===== src/shared/ttp_pkg.sv =====
// Constants, register map and carrier types of the two-note tone player.
// Assumes a single 40 MHz APB clock domain; register indices are word indices.
package ttp_pkg;

    // ****************************************
    // Bus geometry
    // ****************************************
    localparam int ADDR_W = 18;
    localparam int IDX_W = 16;
    localparam logic [7:0] REG_RESET = 8'h00;

    // ****************************************
    // Register indices, byte address is four times the index
    // ****************************************
    localparam logic [15:0] IDX_A_PITCH_LO = 16'ha040;
    localparam logic [15:0] IDX_A_PITCH_HI = 16'ha041;
    localparam logic [15:0] IDX_A_LENGTH = 16'ha042;
    localparam logic [15:0] IDX_A_SILENCE = 16'ha043;
    localparam logic [15:0] IDX_B_PITCH_LO = 16'ha044;
    localparam logic [15:0] IDX_B_PITCH_HI = 16'ha045;
    localparam logic [15:0] IDX_B_LENGTH = 16'ha046;
    localparam logic [15:0] IDX_B_SILENCE = 16'ha047;
    localparam logic [15:0] IDX_TONE_CONTROL = 16'ha048;
    localparam logic [15:0] IDX_GATE_WINDOW = 16'ha049;
    localparam logic [15:0] IDX_TICK_GATE_IRQ = 16'ha04a;
    localparam logic [15:0] IDX_IRQ_STATUS = 16'ha04b;
    localparam logic [15:0] IDX_IRQ_MASK = 16'ha04c;
    localparam logic [15:0] NOTE_STRIDE = 16'h0004;

    // ****************************************
    // Field positions
    // ****************************************
    localparam int CTL_ENABLE_BIT = 7;
    localparam int CTL_POLARITY_BIT = 6;
    localparam int CTL_IEN_B_BIT = 5;
    localparam int CTL_IEN_A_BIT = 4;
    localparam int CTL_FLAG_B_BIT = 3;
    localparam int CTL_FLAG_A_BIT = 2;
    localparam int CTL_GO_B_BIT = 1;
    localparam int CTL_GO_A_BIT = 0;
    localparam int TU_LSB = 6;
    localparam int PRESCALE_BIT = 4;
    localparam int GATE_IEN_BIT = 1;
    localparam int GATE_FLAG_BIT = 0;
    localparam int IRQ_A_BIT = 0;
    localparam int IRQ_B_BIT = 1;
    localparam int IRQ_GATE_BIT = 2;

    // ****************************************
    // Timing
    // ****************************************
    localparam int CLK_HZ = 40_000_000;
    localparam int UNIT_BASE_US = 1000;
    localparam int MS_CYCLES_DEF = UNIT_BASE_US * (CLK_HZ / 1_000_000);
    localparam logic [2:0] PRE_SHIFT_DIV32 = 3'd5;
    localparam logic [2:0] PRE_SHIFT_DIV64 = 3'd6;

    // ****************************************
    // Types
    // ****************************************
    typedef enum logic [4:0] {
        ST_IDLE = 5'b00001,
        ST_A_TONE = 5'b00010,
        ST_A_REST = 5'b00100,
        ST_B_TONE = 5'b01000,
        ST_B_REST = 5'b10000
    } ttp_state_t;

    typedef struct packed {
        logic [11:0] pitch;
        logic [7:0] length;
        logic [7:0] silence;
    } ttp_note_t;

    typedef struct packed {
        logic enable;
        logic polarity;
        logic ien_b;
        logic ien_a;
    } ttp_ctl_t;

endpackage


===== src/core/ttp_unit_tick.sv =====
// Time-unit tick generator of the two-note tone player.
// Assumes restart is a one-cycle pulse in the same clock domain.
`timescale 1ns/10ps
`default_nettype none
module ttp_unit_tick #(
    parameter logic [19:0] MS_CYCLES = 20'd40000
) (
    input wire logic pclk,
    input wire logic presetn,
    input wire logic restart,
    input wire logic [1:0] unit_sel,
    output logic tick
);
    import ttp_pkg::*;

    logic [19:0] cnt_reg;
    logic [19:0] span;

    // One unit is 1, 2, 4 or 8 ms worth of cycles
    assign span = MS_CYCLES << unit_sel;

    // Counter restarts with each phase so a unit is never short
    always_ff @(posedge pclk or negedge presetn) begin
        if (!presetn) begin
            cnt_reg <= 20'h00000;
            tick <= 1'b0;
        end else if (restart) begin
            cnt_reg <= 20'h00000;
            tick <= 1'b0;
        end else begin
            tick <= (cnt_reg == span - 20'h00001);
            cnt_reg <= (cnt_reg == span - 20'h00001) ? 20'h00000 : cnt_reg + 20'h00001;
        end
    end
endmodule // ttp_unit_tick
`default_nettype wire


===== src/core/ttp_top.sv =====
// Two-note tone player: APB register file, note sequencer, tone divider,
// supply-gate window timer and interrupt logic.
// Assumes pclk at 40 MHz and an APB master in the same domain.
//
// Local design decision: register access over APB.
`timescale 1ns/10ps
`default_nettype none
// What this block does
// - Tone frequency is prescaled clock divided by pitch value plus one.
// - Prescale select clear divides clock by 32, set divides by 64.
// - Time unit field picks 1, 2, 4 or 8 ms per count.
// - Starting either note launches the supply-gate window for count units.
// - Window expiry sets the supply-gate flag.
// - Supply-gate flag raises interrupt only while its enable is set.
// - Note end raises interrupt when that note's end enable and its mask bit are set.
// - Note B end with enable sets its flag; writing 0 clears it.
// - Note A end with enable sets its flag; writing 0 clears it.
// - Writing 1 starts note B, 0 ignored, start clears at completion.
// - Writing 1 starts note A, 0 ignored, start clears at completion.
// - Both starts written together play note A then note B.
// - Note B busy reads 1 at the start bit while B plays.
// - Note A busy reads 1 at the start bit while A plays.
module ttp_top #(
    parameter logic [19:0] MS_CYCLES = 20'd40000
) (
    input wire logic pclk,
    input wire logic presetn,
    input wire logic psel,
    input wire logic penable,
    input wire logic pwrite,
    input wire logic [ttp_pkg::ADDR_W-1:0] paddr,
    input wire logic [31:0] pwdata,
    output logic [31:0] prdata,
    output logic pready,
    output logic pslverr,
    output logic buzzer_output,
    output logic supply_gate_active,
    output logic irq
);
    import ttp_pkg::*;

    // ****************************************
    // Declarations
    // ****************************************
    ttp_note_t note_reg [2];
    ttp_ctl_t ctl_reg;
    logic [7:0] gate_count_reg;
    logic [1:0] time_unit_sel_reg;
    logic tone_prescale_sel_reg;
    logic gate_ien_reg;
    logic gate_flag_reg;
    logic flag_a_reg;
    logic flag_b_reg;
    logic go_a_reg;
    logic go_b_reg;
    logic [2:0] irq_status_reg;
    logic [2:0] irq_mask_reg;
    ttp_state_t state_reg;
    logic [7:0] rem_reg;
    logic phase_restart_reg;
    logic gate_restart_reg;
    logic gate_run_reg;
    logic [7:0] gate_rem_reg;
    logic [18:0] cyc_reg;
    logic seq_tick;
    logic gate_tick;
    logic [15:0] idx;
    logic hit;
    logic wr_en;
    logic [7:0] wbyte;
    logic [7:0] rd_next;
    logic done_a;
    logic done_b;
    logic gate_expire;
    logic go_write;
    logic in_tone;
    logic [11:0] cur_pitch;
    logic [18:0] period;
    logic [2:0] irq_events;
    logic [2:0] irq_qual;

    // ****************************************
    // APB access decode
    // ****************************************
    // Word index from the byte address; low two bits do not select
    assign idx = paddr[ADDR_W-1:2];
    assign wbyte = pwdata[7:0];
    assign wr_en = psel & penable & pwrite & pready & ~pslverr;
    assign go_write = wr_en & (idx == IDX_TONE_CONTROL) & (wbyte[CTL_GO_A_BIT] | wbyte[CTL_GO_B_BIT]);

    // Zero-wait slave: answer is prepared during the setup cycle
    always_ff @(posedge pclk or negedge presetn) begin
        if (!presetn) begin
            pready <= 1'b0;
            pslverr <= 1'b0;
            prdata <= 32'h00000000;
        end else begin
            pready <= psel & ~penable;
            pslverr <= psel & ~penable & ~hit;
            if (psel & ~penable & ~pwrite) begin
                prdata <= {24'h000000, rd_next};
            end
        end
    end

    // Read mux, unmapped indices read zero and flag an error
    always_comb begin
        hit = 1'b1;
        rd_next = 8'h00;
        case (idx)
            IDX_A_PITCH_LO: rd_next = note_reg[0].pitch[7:0];
            IDX_A_PITCH_HI: rd_next = {4'h0, note_reg[0].pitch[11:8]};
            IDX_A_LENGTH: rd_next = note_reg[0].length;
            IDX_A_SILENCE: rd_next = note_reg[0].silence;
            IDX_B_PITCH_LO: rd_next = note_reg[1].pitch[7:0];
            IDX_B_PITCH_HI: rd_next = {4'h0, note_reg[1].pitch[11:8]};
            IDX_B_LENGTH: rd_next = note_reg[1].length;
            IDX_B_SILENCE: rd_next = note_reg[1].silence;
            IDX_TONE_CONTROL: begin
                rd_next = {ctl_reg.enable, ctl_reg.polarity, ctl_reg.ien_b, ctl_reg.ien_a,
                           flag_b_reg, flag_a_reg,
                           state_reg == ST_B_TONE || state_reg == ST_B_REST,
                           state_reg == ST_A_TONE || state_reg == ST_A_REST};
            end
            IDX_GATE_WINDOW: rd_next = gate_count_reg;
            IDX_TICK_GATE_IRQ: begin
                rd_next = {time_unit_sel_reg, 1'b0, tone_prescale_sel_reg, 2'b00, gate_ien_reg, gate_flag_reg};
            end
            IDX_IRQ_STATUS: rd_next = {5'h00, irq_status_reg};
            IDX_IRQ_MASK: rd_next = {5'h00, irq_mask_reg};
            default: hit = 1'b0;
        endcase
    end

    // ****************************************
    // Note slot registers
    // ****************************************
    // Both slots share one layout, four indices apart
    for (genvar g = 0; g < 2; g++) begin : g_note
        localparam logic [15:0] BASE = IDX_A_PITCH_LO + NOTE_STRIDE * 16'(g);
        always_ff @(posedge pclk or negedge presetn) begin
            if (!presetn) begin
                note_reg[g] <= '0;
            end else if (wr_en) begin
                if (idx == BASE) begin
                    note_reg[g].pitch[7:0] <= wbyte;
                end
                if (idx == BASE + 16'h0001) begin
                    note_reg[g].pitch[11:8] <= wbyte[3:0];
                end
                if (idx == BASE + 16'h0002) begin
                    note_reg[g].length <= wbyte;
                end
                if (idx == BASE + 16'h0003) begin
                    note_reg[g].silence <= wbyte;
                end
            end
        end
    end

    // ****************************************
    // Configuration registers
    // ****************************************
    // Plain read-write settings
    always_ff @(posedge pclk or negedge presetn) begin
        if (!presetn) begin
            ctl_reg <= '0;
            gate_count_reg <= REG_RESET;
            time_unit_sel_reg <= 2'b00;
            tone_prescale_sel_reg <= 1'b0;
            gate_ien_reg <= 1'b0;
            irq_mask_reg <= 3'h0;
        end else if (wr_en) begin
            if (idx == IDX_TONE_CONTROL) begin
                ctl_reg <= {wbyte[CTL_ENABLE_BIT], wbyte[CTL_POLARITY_BIT], wbyte[CTL_IEN_B_BIT],
                            wbyte[CTL_IEN_A_BIT]};
            end
            if (idx == IDX_GATE_WINDOW) begin
                gate_count_reg <= wbyte;
            end
            if (idx == IDX_TICK_GATE_IRQ) begin
                time_unit_sel_reg <= wbyte[TU_LSB+1:TU_LSB];
                tone_prescale_sel_reg <= wbyte[PRESCALE_BIT];
                gate_ien_reg <= wbyte[GATE_IEN_BIT];
            end
            if (idx == IDX_IRQ_MASK) begin
                irq_mask_reg <= wbyte[2:0];
            end
        end
    end

    // ****************************************
    // Start commands
    // ****************************************
    // A start clears at completion; a new start write in that cycle wins over the clear
    always_ff @(posedge pclk or negedge presetn) begin
        if (!presetn) begin
            go_a_reg <= 1'b0;
            go_b_reg <= 1'b0;
        end else begin
            go_a_reg <= (go_write & wbyte[CTL_GO_A_BIT]) | (go_a_reg & ~done_a);
            go_b_reg <= (go_write & wbyte[CTL_GO_B_BIT]) | (go_b_reg & ~done_b);
        end
    end

    // ****************************************
    // Note sequencer
    // ****************************************
    assign done_a = (state_reg == ST_A_REST) && (rem_reg == 8'h00);
    assign done_b = (state_reg == ST_B_REST) && (rem_reg == 8'h00);

    // Tone for length units, silence for its units, then the note is done
    always_ff @(posedge pclk or negedge presetn) begin
        if (!presetn) begin
            state_reg <= ST_IDLE;
            rem_reg <= 8'h00;
            phase_restart_reg <= 1'b0;
        end else begin
            phase_restart_reg <= 1'b0;
            case (state_reg)
                ST_IDLE: begin
                    if (go_a_reg) begin
                        state_reg <= ST_A_TONE;
                        rem_reg <= note_reg[0].length;
                        phase_restart_reg <= 1'b1;
                    end else if (go_b_reg) begin
                        state_reg <= ST_B_TONE;
                        rem_reg <= note_reg[1].length;
                        phase_restart_reg <= 1'b1;
                    end
                end
                ST_A_TONE: begin
                    if (rem_reg == 8'h00) begin
                        state_reg <= ST_A_REST;
                        rem_reg <= note_reg[0].silence;
                        phase_restart_reg <= 1'b1;
                    end else if (seq_tick && !phase_restart_reg) begin
                        rem_reg <= rem_reg - 8'h01;
                    end
                end
                ST_A_REST: begin
                    if (rem_reg == 8'h00) begin
                        // Note B queued behind A follows straight on
                        state_reg <= go_b_reg ? ST_B_TONE : ST_IDLE;
                        rem_reg <= note_reg[1].length;
                        phase_restart_reg <= go_b_reg;
                    end else if (seq_tick && !phase_restart_reg) begin
                        rem_reg <= rem_reg - 8'h01;
                    end
                end
                ST_B_TONE: begin
                    if (rem_reg == 8'h00) begin
                        state_reg <= ST_B_REST;
                        rem_reg <= note_reg[1].silence;
                        phase_restart_reg <= 1'b1;
                    end else if (seq_tick && !phase_restart_reg) begin
                        rem_reg <= rem_reg - 8'h01;
                    end
                end
                ST_B_REST: begin
                    if (rem_reg == 8'h00) begin
                        state_reg <= go_a_reg ? ST_A_TONE : ST_IDLE;
                        rem_reg <= note_reg[0].length;
                        phase_restart_reg <= go_a_reg;
                    end else if (seq_tick && !phase_restart_reg) begin
                        rem_reg <= rem_reg - 8'h01;
                    end
                end
                default: begin
                    state_reg <= ST_IDLE;
                    rem_reg <= 8'h00;
                end
            endcase
        end
    end

    // Unit tick for the sequencer, ignored in the restart cycle
    ttp_unit_tick #(
        .MS_CYCLES(MS_CYCLES)
    ) u_seq_tick (
        .pclk(pclk),
        .presetn(presetn),
        .restart(phase_restart_reg),
        .unit_sel(time_unit_sel_reg),
        .tick(seq_tick)
    );

    // ****************************************
    // Tone divider and buzzer pin
    // ****************************************
    assign in_tone = (state_reg == ST_A_TONE) || (state_reg == ST_B_TONE);
    assign cur_pitch = (state_reg == ST_B_TONE) ? note_reg[1].pitch : note_reg[0].pitch;
    // Period in clocks: (pitch+1) times 32 or 64, widest case fits 19 bits
    assign period = ({7'h00, cur_pitch} + 19'h00001)
                    << (tone_prescale_sel_reg ? PRE_SHIFT_DIV64 : PRE_SHIFT_DIV32);

    // Cycle counter restarts at every tone phase so each note starts high, or low with polarity set
    always_ff @(posedge pclk or negedge presetn) begin
        if (!presetn) begin
            cyc_reg <= 19'h00000;
        end else if (!in_tone || cyc_reg >= period - 19'h00001) begin
            cyc_reg <= 19'h00000;
        end else begin
            cyc_reg <= cyc_reg + 19'h00001;
        end
    end

    // Square wave gated by enable, then polarity applied to idle too
    always_ff @(posedge pclk or negedge presetn) begin
        if (!presetn) begin
            buzzer_output <= 1'b0;
        end else begin
            buzzer_output <= ctl_reg.polarity
                             ^ (ctl_reg.enable & in_tone & (cyc_reg < (period >> 1)));
        end
    end

    // ****************************************
    // Supply-gate window timer
    // ****************************************
    assign gate_expire = gate_run_reg && (gate_rem_reg == 8'h00) && !gate_restart_reg;

    // Any start write relaunches the window from its full count
    always_ff @(posedge pclk or negedge presetn) begin
        if (!presetn) begin
            gate_restart_reg <= 1'b0;
            gate_run_reg <= 1'b0;
            gate_rem_reg <= 8'h00;
        end else begin
            gate_restart_reg <= go_write;
            if (go_write) begin
                gate_run_reg <= 1'b1;
                gate_rem_reg <= gate_count_reg;
            end else if (gate_expire) begin
                gate_run_reg <= 1'b0;
            end else if (gate_run_reg && gate_tick && !gate_restart_reg) begin
                gate_rem_reg <= gate_rem_reg - 8'h01;
            end
        end
    end

    // Separate tick so a note phase does not disturb the window
    ttp_unit_tick #(
        .MS_CYCLES(MS_CYCLES)
    ) u_gate_tick (
        .pclk(pclk),
        .presetn(presetn),
        .restart(gate_restart_reg),
        .unit_sel(time_unit_sel_reg),
        .tick(gate_tick)
    );

    // Window pin follows the running timer
    always_ff @(posedge pclk or negedge presetn) begin
        if (!presetn) begin
            supply_gate_active <= 1'b0;
        end else begin
            supply_gate_active <= gate_run_reg & ~gate_expire;
        end
    end

    // ****************************************
    // Flags and interrupt
    // ****************************************
    // Writing 0 clears a flag; a set in the same cycle wins
    always_ff @(posedge pclk or negedge presetn) begin
        if (!presetn) begin
            flag_a_reg <= 1'b0;
            flag_b_reg <= 1'b0;
            gate_flag_reg <= 1'b0;
        end else begin
            flag_a_reg <= (done_a & ctl_reg.ien_a)
                          | (flag_a_reg & ~(wr_en && idx == IDX_TONE_CONTROL && !wbyte[CTL_FLAG_A_BIT]));
            flag_b_reg <= (done_b & ctl_reg.ien_b)
                          | (flag_b_reg & ~(wr_en && idx == IDX_TONE_CONTROL && !wbyte[CTL_FLAG_B_BIT]));
            gate_flag_reg <= gate_expire
                             | (gate_flag_reg & ~(wr_en && idx == IDX_TICK_GATE_IRQ && !wbyte[GATE_FLAG_BIT]));
        end
    end

    assign irq_events = {gate_expire, done_b, done_a};
    assign irq_qual = {gate_ien_reg, ctl_reg.ien_b, ctl_reg.ien_a};

    // Sticky status, write one to clear, set wins over clear
    always_ff @(posedge pclk or negedge presetn) begin
        if (!presetn) begin
            irq_status_reg <= 3'h0;
        end else if (wr_en && idx == IDX_IRQ_STATUS) begin
            irq_status_reg <= irq_events | (irq_status_reg & ~wbyte[2:0]);
        end else begin
            irq_status_reg <= irq_events | irq_status_reg;
        end
    end

    // Level line: masked status also needs the per-event enable
    always_ff @(posedge pclk or negedge presetn) begin
        if (!presetn) begin
            irq <= 1'b0;
        end else begin
            irq <= |(irq_status_reg & irq_mask_reg & irq_qual);
        end
    end
endmodule // ttp_top
`default_nettype wire


===== config.mk =====
export PLATFORM = sky130hd
export DESIGN_NAME = ttp_top
export DESIGN_NICKNAME = d
export VERILOG_FILES = /design/src/shared/ttp_pkg.sv /design/src/core/ttp_unit_tick.sv /design/src/core/ttp_top.sv
export SDC_FILE = /design/constraint.sdc
export NUM_CORES = 1
export LEC_CHECK = 0
export BUFFER_PORTS_ARGS = -buffer_cell sky130_fd_sc_hd__buf_2
export CAP_MARGIN = 10
export CORE_ASPECT_RATIO = 1.5
export CORE_MARGIN = 8
export CORE_UTILIZATION = 65
export DETAILED_ROUTE_END_ITERATION = 7
export PLACE_DENSITY = 0.86
export SKIP_LAST_GASP = 1
export SYNTH_ARGS = -nofsm -noshare
export SYNTH_HDL_FRONTEND = slang
export SYNTH_SLANG_ARGS = --single-unit

===== constraint.sdc =====
create_clock -name pclk -period 7.45 [get_ports pclk]
set_clock_uncertainty 0.15 [all_clocks]
set_input_delay 0.745 -clock pclk [delete_from_list [all_inputs] [get_ports pclk]]
set_output_delay 0.745 -clock pclk [all_outputs]
set_load 0.02 [all_outputs]

==> results.ini, run 1 <==
[outcome]
status=finished clean

[clocking]
root_buffer=sky130_fd_sc_hd__clkbuf_16
number_of_clock_sinks_seen_by_cts=181
post-cts-setup-buffers=0
cts-resized-gates=0
postCtsHoldBufs=0
tritoncts=done
cts_inserted_buffers=17
insertion_delay_ns=0.44
clock_path_buffers=2
cts.htree.levels=4
path_clk_slew_ns=0.07

[die]
placementRows=57
initial_core_util_pct=66.09
full_die_area_um2=20910
boundary_pin_count=92
dieWidth_um=120.8
die_h_um=173.1
design.core.area_um2=16190

[drt]
violation_count_after_the_first_detailed_routing_iteration=819
vias=8755
drc_violation_count_after_routing=0
highest_layer=met4
wl_met2_um=13480
route.detailed.wl_per_inst_um=19.88
firstDrtPassIters=5
finalWirelength_um=27290
dr_wl_met3_um=2170
antenna_violating_nets_post_route=0
met1Wirelength_um=9928
avgViaCountPerCell=6.377

[final_layout]
area_delta_synth_final_pct=8.280
drive_above_1_share_pct=15.51
final_cell_mix=180 x sky130_fd_sc_hd__dfrtp_1, 133 x sky130_fd_sc_hd__nand2_1, 131 x sky130_fd_sc_hd__nor2_1, 72 x sky130_fd_sc_hd__mux2_2, 60 x sky130_fd_sc_hd__o21ai_0
design.final.nets=1246
largest_reg_flops=56
final_common_cell=sky130_fd_sc_hd__dfrtp_1
finalNonFillerCells=1373
n_antenna_cell=0

[sta]
maxClockFrequency_ghz=0.1876
min_period_ns=5.331
worst_slew_margin_rel_pct=27.08
final.setup.tns_ns=0
setup_viol=0
final.period_utilization_pct=71.55
rsz_0062_raised_after_global_routing=no
max_slew.worst_pin.slew_ns=1.085
final-max-slew-violation-count=0
worst_hold_slack_ns=0.2382
timing_hold_violations_final=0

[setup_path]
crit_path_max_fanout=23
crit_path_max_incr_delay_ns=0.47
start_kind=flop
critPathCaptureType=flop
category_of_the_most_critical_setup_path=reg -> reg
critPathRequiredTime_ns=7.66
worstPathBufferInverterCount=2
worst-r2r-setup-slack_ns=2.12
cp_slowest_cell=sky130_fd_sc_hd__dfrtp_1
path_cells=or3_4 > nor2_8 > mux2i_2 > inv_1 > ha_1 > nand3_1 > xor2_1 > nand2_1 > o21ai_1 > or3b_4 > nor3_4 > and3_4 > nand3_1 > xnor2_1 > ha_1 > a21oi_1 > nor2b_1 > o21ai_0 > o211ai_1 > buf_4 > nor2_1
critical-path-top-delay-family=simple AND/OR/NAND/NOR gates
worst_ep_arrival_ns=5.54

[logic_synthesis]
ffs_latches_synth=181
synthesis.instances=1125
syn_area_per_cell_um2=9.510
netlist.top_cell.by_area=sky130_fd_sc_hd__dfrtp_1
synth.yosys.seq_area_share_pct=42.35
yosys.cell_types.count=74
synth_edf_count=0
ys.warnings.count=0
post-synth-top-area-fraction_pct=42.10
post_synth_design_cell_area_um2=10700
most_used_flip_flop_cell_after_synthesis=sky130_fd_sc_hd__dfrtp_1
fraction_of_registers_with_async_set_reset_pct=100.0
synth.area.top_cells=sky130_fd_sc_hd__dfrtp_1 42%, sky130_fd_sc_hd__mux2_2 7.6%, sky130_fd_sc_hd__nand2_1 4.7%

[power]
ir_worst_vdd_v=0.0001906
static_power_due_to_leakage_uw=0.005282
cellPowerDensity_nw_per_um2=178.6

[placement]
dp_hpwl_um=18900
gp_congestion=0.9663
dp.cells=1338
port_buffers=41

[min_path]
class_of_the_worst_hold_path=in -> async

[global_route]
global_route_wire_length_before_repair_um=43520
pin_count_of_the_biggest_net_entering_global_routing=103
overall_routing_resource_usage_pct=25.95
grt_pass1_vias=8756
overflow=0
initial_antenna_violation_count=0

[run]
number_of_maximum_capacitance_violations=0

-- metrics by stage --
stage	utilization (%)	setup WS, ns	total power [uW]	cell area [um2]
after floorplan	-	2.393	1112	10790
after global placement	67.67	2.313	1151	10960
after detailed placement	67.67	2.190	1155	10960
after CTS	71.45	2.169	2074	11570
after global routing	71.56	1.835	2132	11580
final	71.56	2.119	2069	11580
-- cell usage after synthesis, drive strengths merged, types with 3 or more instances --
cell,number
xor2,49
nor3,25
nor4,7
a22o,3
a21oi,36
nand3,51
a221oi,11
a211oi,5
nor2b,8
ha,37
and3,25
nor2,134
mux2i,20
a22oi,13
xnor2,47
nor3b,4
nand2,133
inv,22
o211ai,7
nand2b,6
or3,6
a31oi,10
buf,30
mux4,5
or2,8
clkbuf,33
a21o,9
o22ai,3
and2,9
nand4,15
and4,3
a222oi,4
dfrtp,180
o21ai,65
mux2,72
o21a,3
-- routing by layer --
metal	track usage [%]	vias up
met5	0	-
met4	18.30	0
met3	5.934	136
met2	42.81	491
met1	28.88	4164
li1	-	3964
-- area by class of cell --
cell class,count,area (um2)
multi-input combinational,881,5828
fill,1115,4604
sequential,181,4531
clock buffer,17,425.4
timing repair buffer,49,266.5
tap,206,257.7
clock inverter,15,186.4
inverter,24,90.09
-- worst paths after layout --
kind	start	end	cells after the start
worst max-delay path	state_reg[4]	cyc_reg[9]	21
worst min-delay path	presetn	u_gate_tick.cnt_reg[2]	1
worst max register to register	state_reg[4]	cyc_reg[9]	21
worst min register to register	gate_restart_reg	u_gate_tick.tick	1
max in group asynchronous	presetn	note_reg[47]	2
min in group pclk	gate_restart_reg	u_gate_tick.tick	1
-- where the power goes --
group	switching (uW)	total [uW]	internal (uW)
registers	17.7	1020	1000
clock network	421	930	509
logic	85.4	121	35.3
-- cells by family (layout without fill, tap and decap cells) --
group / count (synthesis) / after routing / synth area share [%]
buffers and inverters: 87 / 105 / 4.023
AND/OR/NAND/NOR: 442 / 442 / 19.67
multiplexers: 97 / 97 / 10.89
flip-flops: 181 / 181 / 42.35
other: 2 / 26 / 0.07019
adder cells (fa/ha/maj): 38 / 38 / 4.421
AO/OA/AOI/OAI: 182 / 182 / 10.72
XOR/XNOR: 96 / 96 / 7.859
Power figures use the tool's default switching activity.
==> run 2, diff against run 1 <==
CORE_UTILIZATION = 61   (was 65)
PLACE_DENSITY = 0.81   (was 0.86)
clock period = 5 ns   (was 7.45 ns; I/O delays follow)
==> run 2 against run 1 <==
Critical path depth stayed put. Clock power rose by 41%. Largest cell class unchanged. Sequential power is 49% higher. Combinational power rose by 47%. Sequential share of layout area decreased by 0.065 points. Die area is 5.8% higher. Register-to-register slack worse by 1.9 ns. Global-route usage shrank 1.2 points.
==> results.ini, run 2 (synthesis results as in run 1) <==
[setup_path]
start_kind=flop
critical-path-top-delay-family=simple AND/OR/NAND/NOR gates
reg2reg_from=state_reg[4]
category_of_the_most_critical_setup_path=reg -> reg
path_cells=or3_4 > or2_1 > nand2_1 > nand2_1 > ha_1 > buf_4 > nand3_1 > xnor2_1 > o21ai_2 > or3b_4 > nor3_4 > and3_4 > nand3_1 > xnor2_1 > ha_1 > a21oi_1 > nor2b_1 > o21ai_0 > o211ai_1 > buf_4 > nor2_1
critPathCaptureType=flop
worstPathBufferInverterCount=2
worst_ep_arrival_ns=4.95
cp_slowest_cell=sky130_fd_sc_hd__dfrtp_2
critPathRequiredTime_ns=5.21
worst-r2r-setup-slack_ns=0.27
ff2ff_path_depth=21
regToRegEndpoint=cyc_reg[7]
crit_path_max_incr_delay_ns=0.46
crit_path_max_fanout=19

[global_route]
overflow=0
grt_pass1_vias=8546
global_route_wire_length_before_repair_um=42840
overall_routing_resource_usage_pct=24.76
pin_count_of_the_biggest_net_entering_global_routing=103
initial_antenna_violation_count=0

[power]
total_power_uw=3002
cell_internal_pwr_uw=2218
power.switching_uw=784.2
ir_worst_vdd_v=0.0002347
pwr-share-seq_pct=50.5
static_power_due_to_leakage_uw=0.005287
combPwrFrac_pct=5.9
clock_power_share_pct=43.5
power_switching_share_pct=26.12
cellPowerDensity_nw_per_um2=258.6

[sta]
max_slew.worst_pin.slew_ns=1.242
min_period_ns=4.734
final-max-slew-violation-count=0
final.period_utilization_pct=94.67
timing_hold_violations_final=0
worst_hold_slack_ns=0.003370
setup_viol=0
worst_slew_margin_rel_pct=16.42
maxClockFrequency_ghz=0.2113

[final_layout]
regArea_um2=4532
n_antenna_cell=0
area_delta_synth_final_pct=8.490
final_cell_mix=179 x sky130_fd_sc_hd__dfrtp_1, 133 x sky130_fd_sc_hd__nand2_1, 131 x sky130_fd_sc_hd__nor2_1, 72 x sky130_fd_sc_hd__mux2_2, 60 x sky130_fd_sc_hd__o21ai_0
multi_input_comb_area_um2=5832
design.final.nets=1251
finalNonFillerCells=1385
largest_reg_flops=56
drive_above_1_share_pct=16.04
final_core_util_pct=67.20
num-fill-cells=1370
final_common_cell=sky130_fd_sc_hd__dfrtp_1

[die]
design.core.area_um2=17270
dieWidth_um=124.1
placementRows=59
initial_core_util_pct=61.94
full_die_area_um2=22120
die_h_um=178.2
boundary_pin_count=92

[drt]
drc_violation_count_after_routing=0
route.detailed.wl_per_inst_um=19.07
finalWirelength_um=26410
vias=8681
firstDrtPassIters=6
antenna_violating_nets_post_route=0
violation_count_after_the_first_detailed_routing_iteration=712
avgViaCountPerCell=6.268

[placement]
dp.cells=1353
port_buffers=41
gp_congestion=0.9693
dp_hpwl_um=19340

[outcome]
status=finished clean

[clocking]
insertion_delay_ns=0.44
cts_inserted_buffers=17
cts.htree.levels=4
clock_path_buffers=2
tritoncts=done
number_of_clock_sinks_seen_by_cts=181
post-cts-setup-buffers=0
path_clk_slew_ns=0.07
root_buffer=sky130_fd_sc_hd__clkbuf_16

[run]
number_of_maximum_capacitance_violations=0

[min_path]
class_of_the_worst_hold_path=in -> async

[run 2: cell count changes in the layout (fill, tap and decap cells not counted), moves of 2 or more]
cell / change
sky130_fd_sc_hd__inv_6: +2
sky130_fd_sc_hd__buf_4: +7
sky130_fd_sc_hd__bufinv_16: -2
sky130_fd_sc_hd__buf_2: -2
sky130_fd_sc_hd__clkinv_4: -2
[run 2: layout make-up]
class | instances | area share [%]
repair buffers | 54 | 2.662
inverters | 24 | 0.7761
multi-input cells | 881 | 50.24
flip-flops and latches | 181 | 39.04
clock inverters | 14 | 1.197
clock buffers | 18 | 3.784
well taps | 213 | 2.296
[run 2: per-layer routing]
metal	wire length [um]	share of wire, %	track usage [%]
met5	0	0	0
met1	10100	38	28.62
met3	1783	6.8	5.165
met4	1608	6.1	15.23
met2	12920	49	40.95
[run 2: metrics by stage]
stage | setup TNS [ns] | setup slack (ns) | cell area (um2)
finish | 0 | 0.2663 | 11610
global route | -0.005356 | -0.005356 | 11610
CTS | 0 | 0.1793 | 11600
detailed placement | 0 | 0.2067 | 11020
global placement | 0 | 0.4023 | 11020
floorplan | 0 | 0.01855 | 10790
[run 2: worst max-delay path by stage]
stage / from / to / slack, ns / depth (start not counted)
6_report: state_reg[4] / cyc_reg[7] / 0.27 / 21
5_1_grt: state_reg[4] / cyc_reg[5] / -0.005 / 21
4_1_cts: state_reg[4] / cyc_reg[17] / 0.18 / 21
3_5_place_dp: state_reg[4] / cyc_reg[14] / 0.21 / 21
3_3_place_gp: state_reg[4] / cyc_reg[6] / 0.40 / 21
2_1_floorplan: state_reg[4] / cyc_reg[10] / 0.02 / 23
[run 2: what timing repair did]
item	4_1_cts	5_1_grt
endpoints found under the setup margin	0	19
endpoints found under the hold margin	0	0
hold buffers	0	0
resized for setup	0	2
[run 2: power by group through the flow]
stage,registers [uW],logic (uW),clock network (uW)
finish,1520,178,1310
global route,1520,195,1380
CTS,1520,179,1320
detailed placement,1540,179,0
global placement,1540,174,0
floorplan,1550,104,0
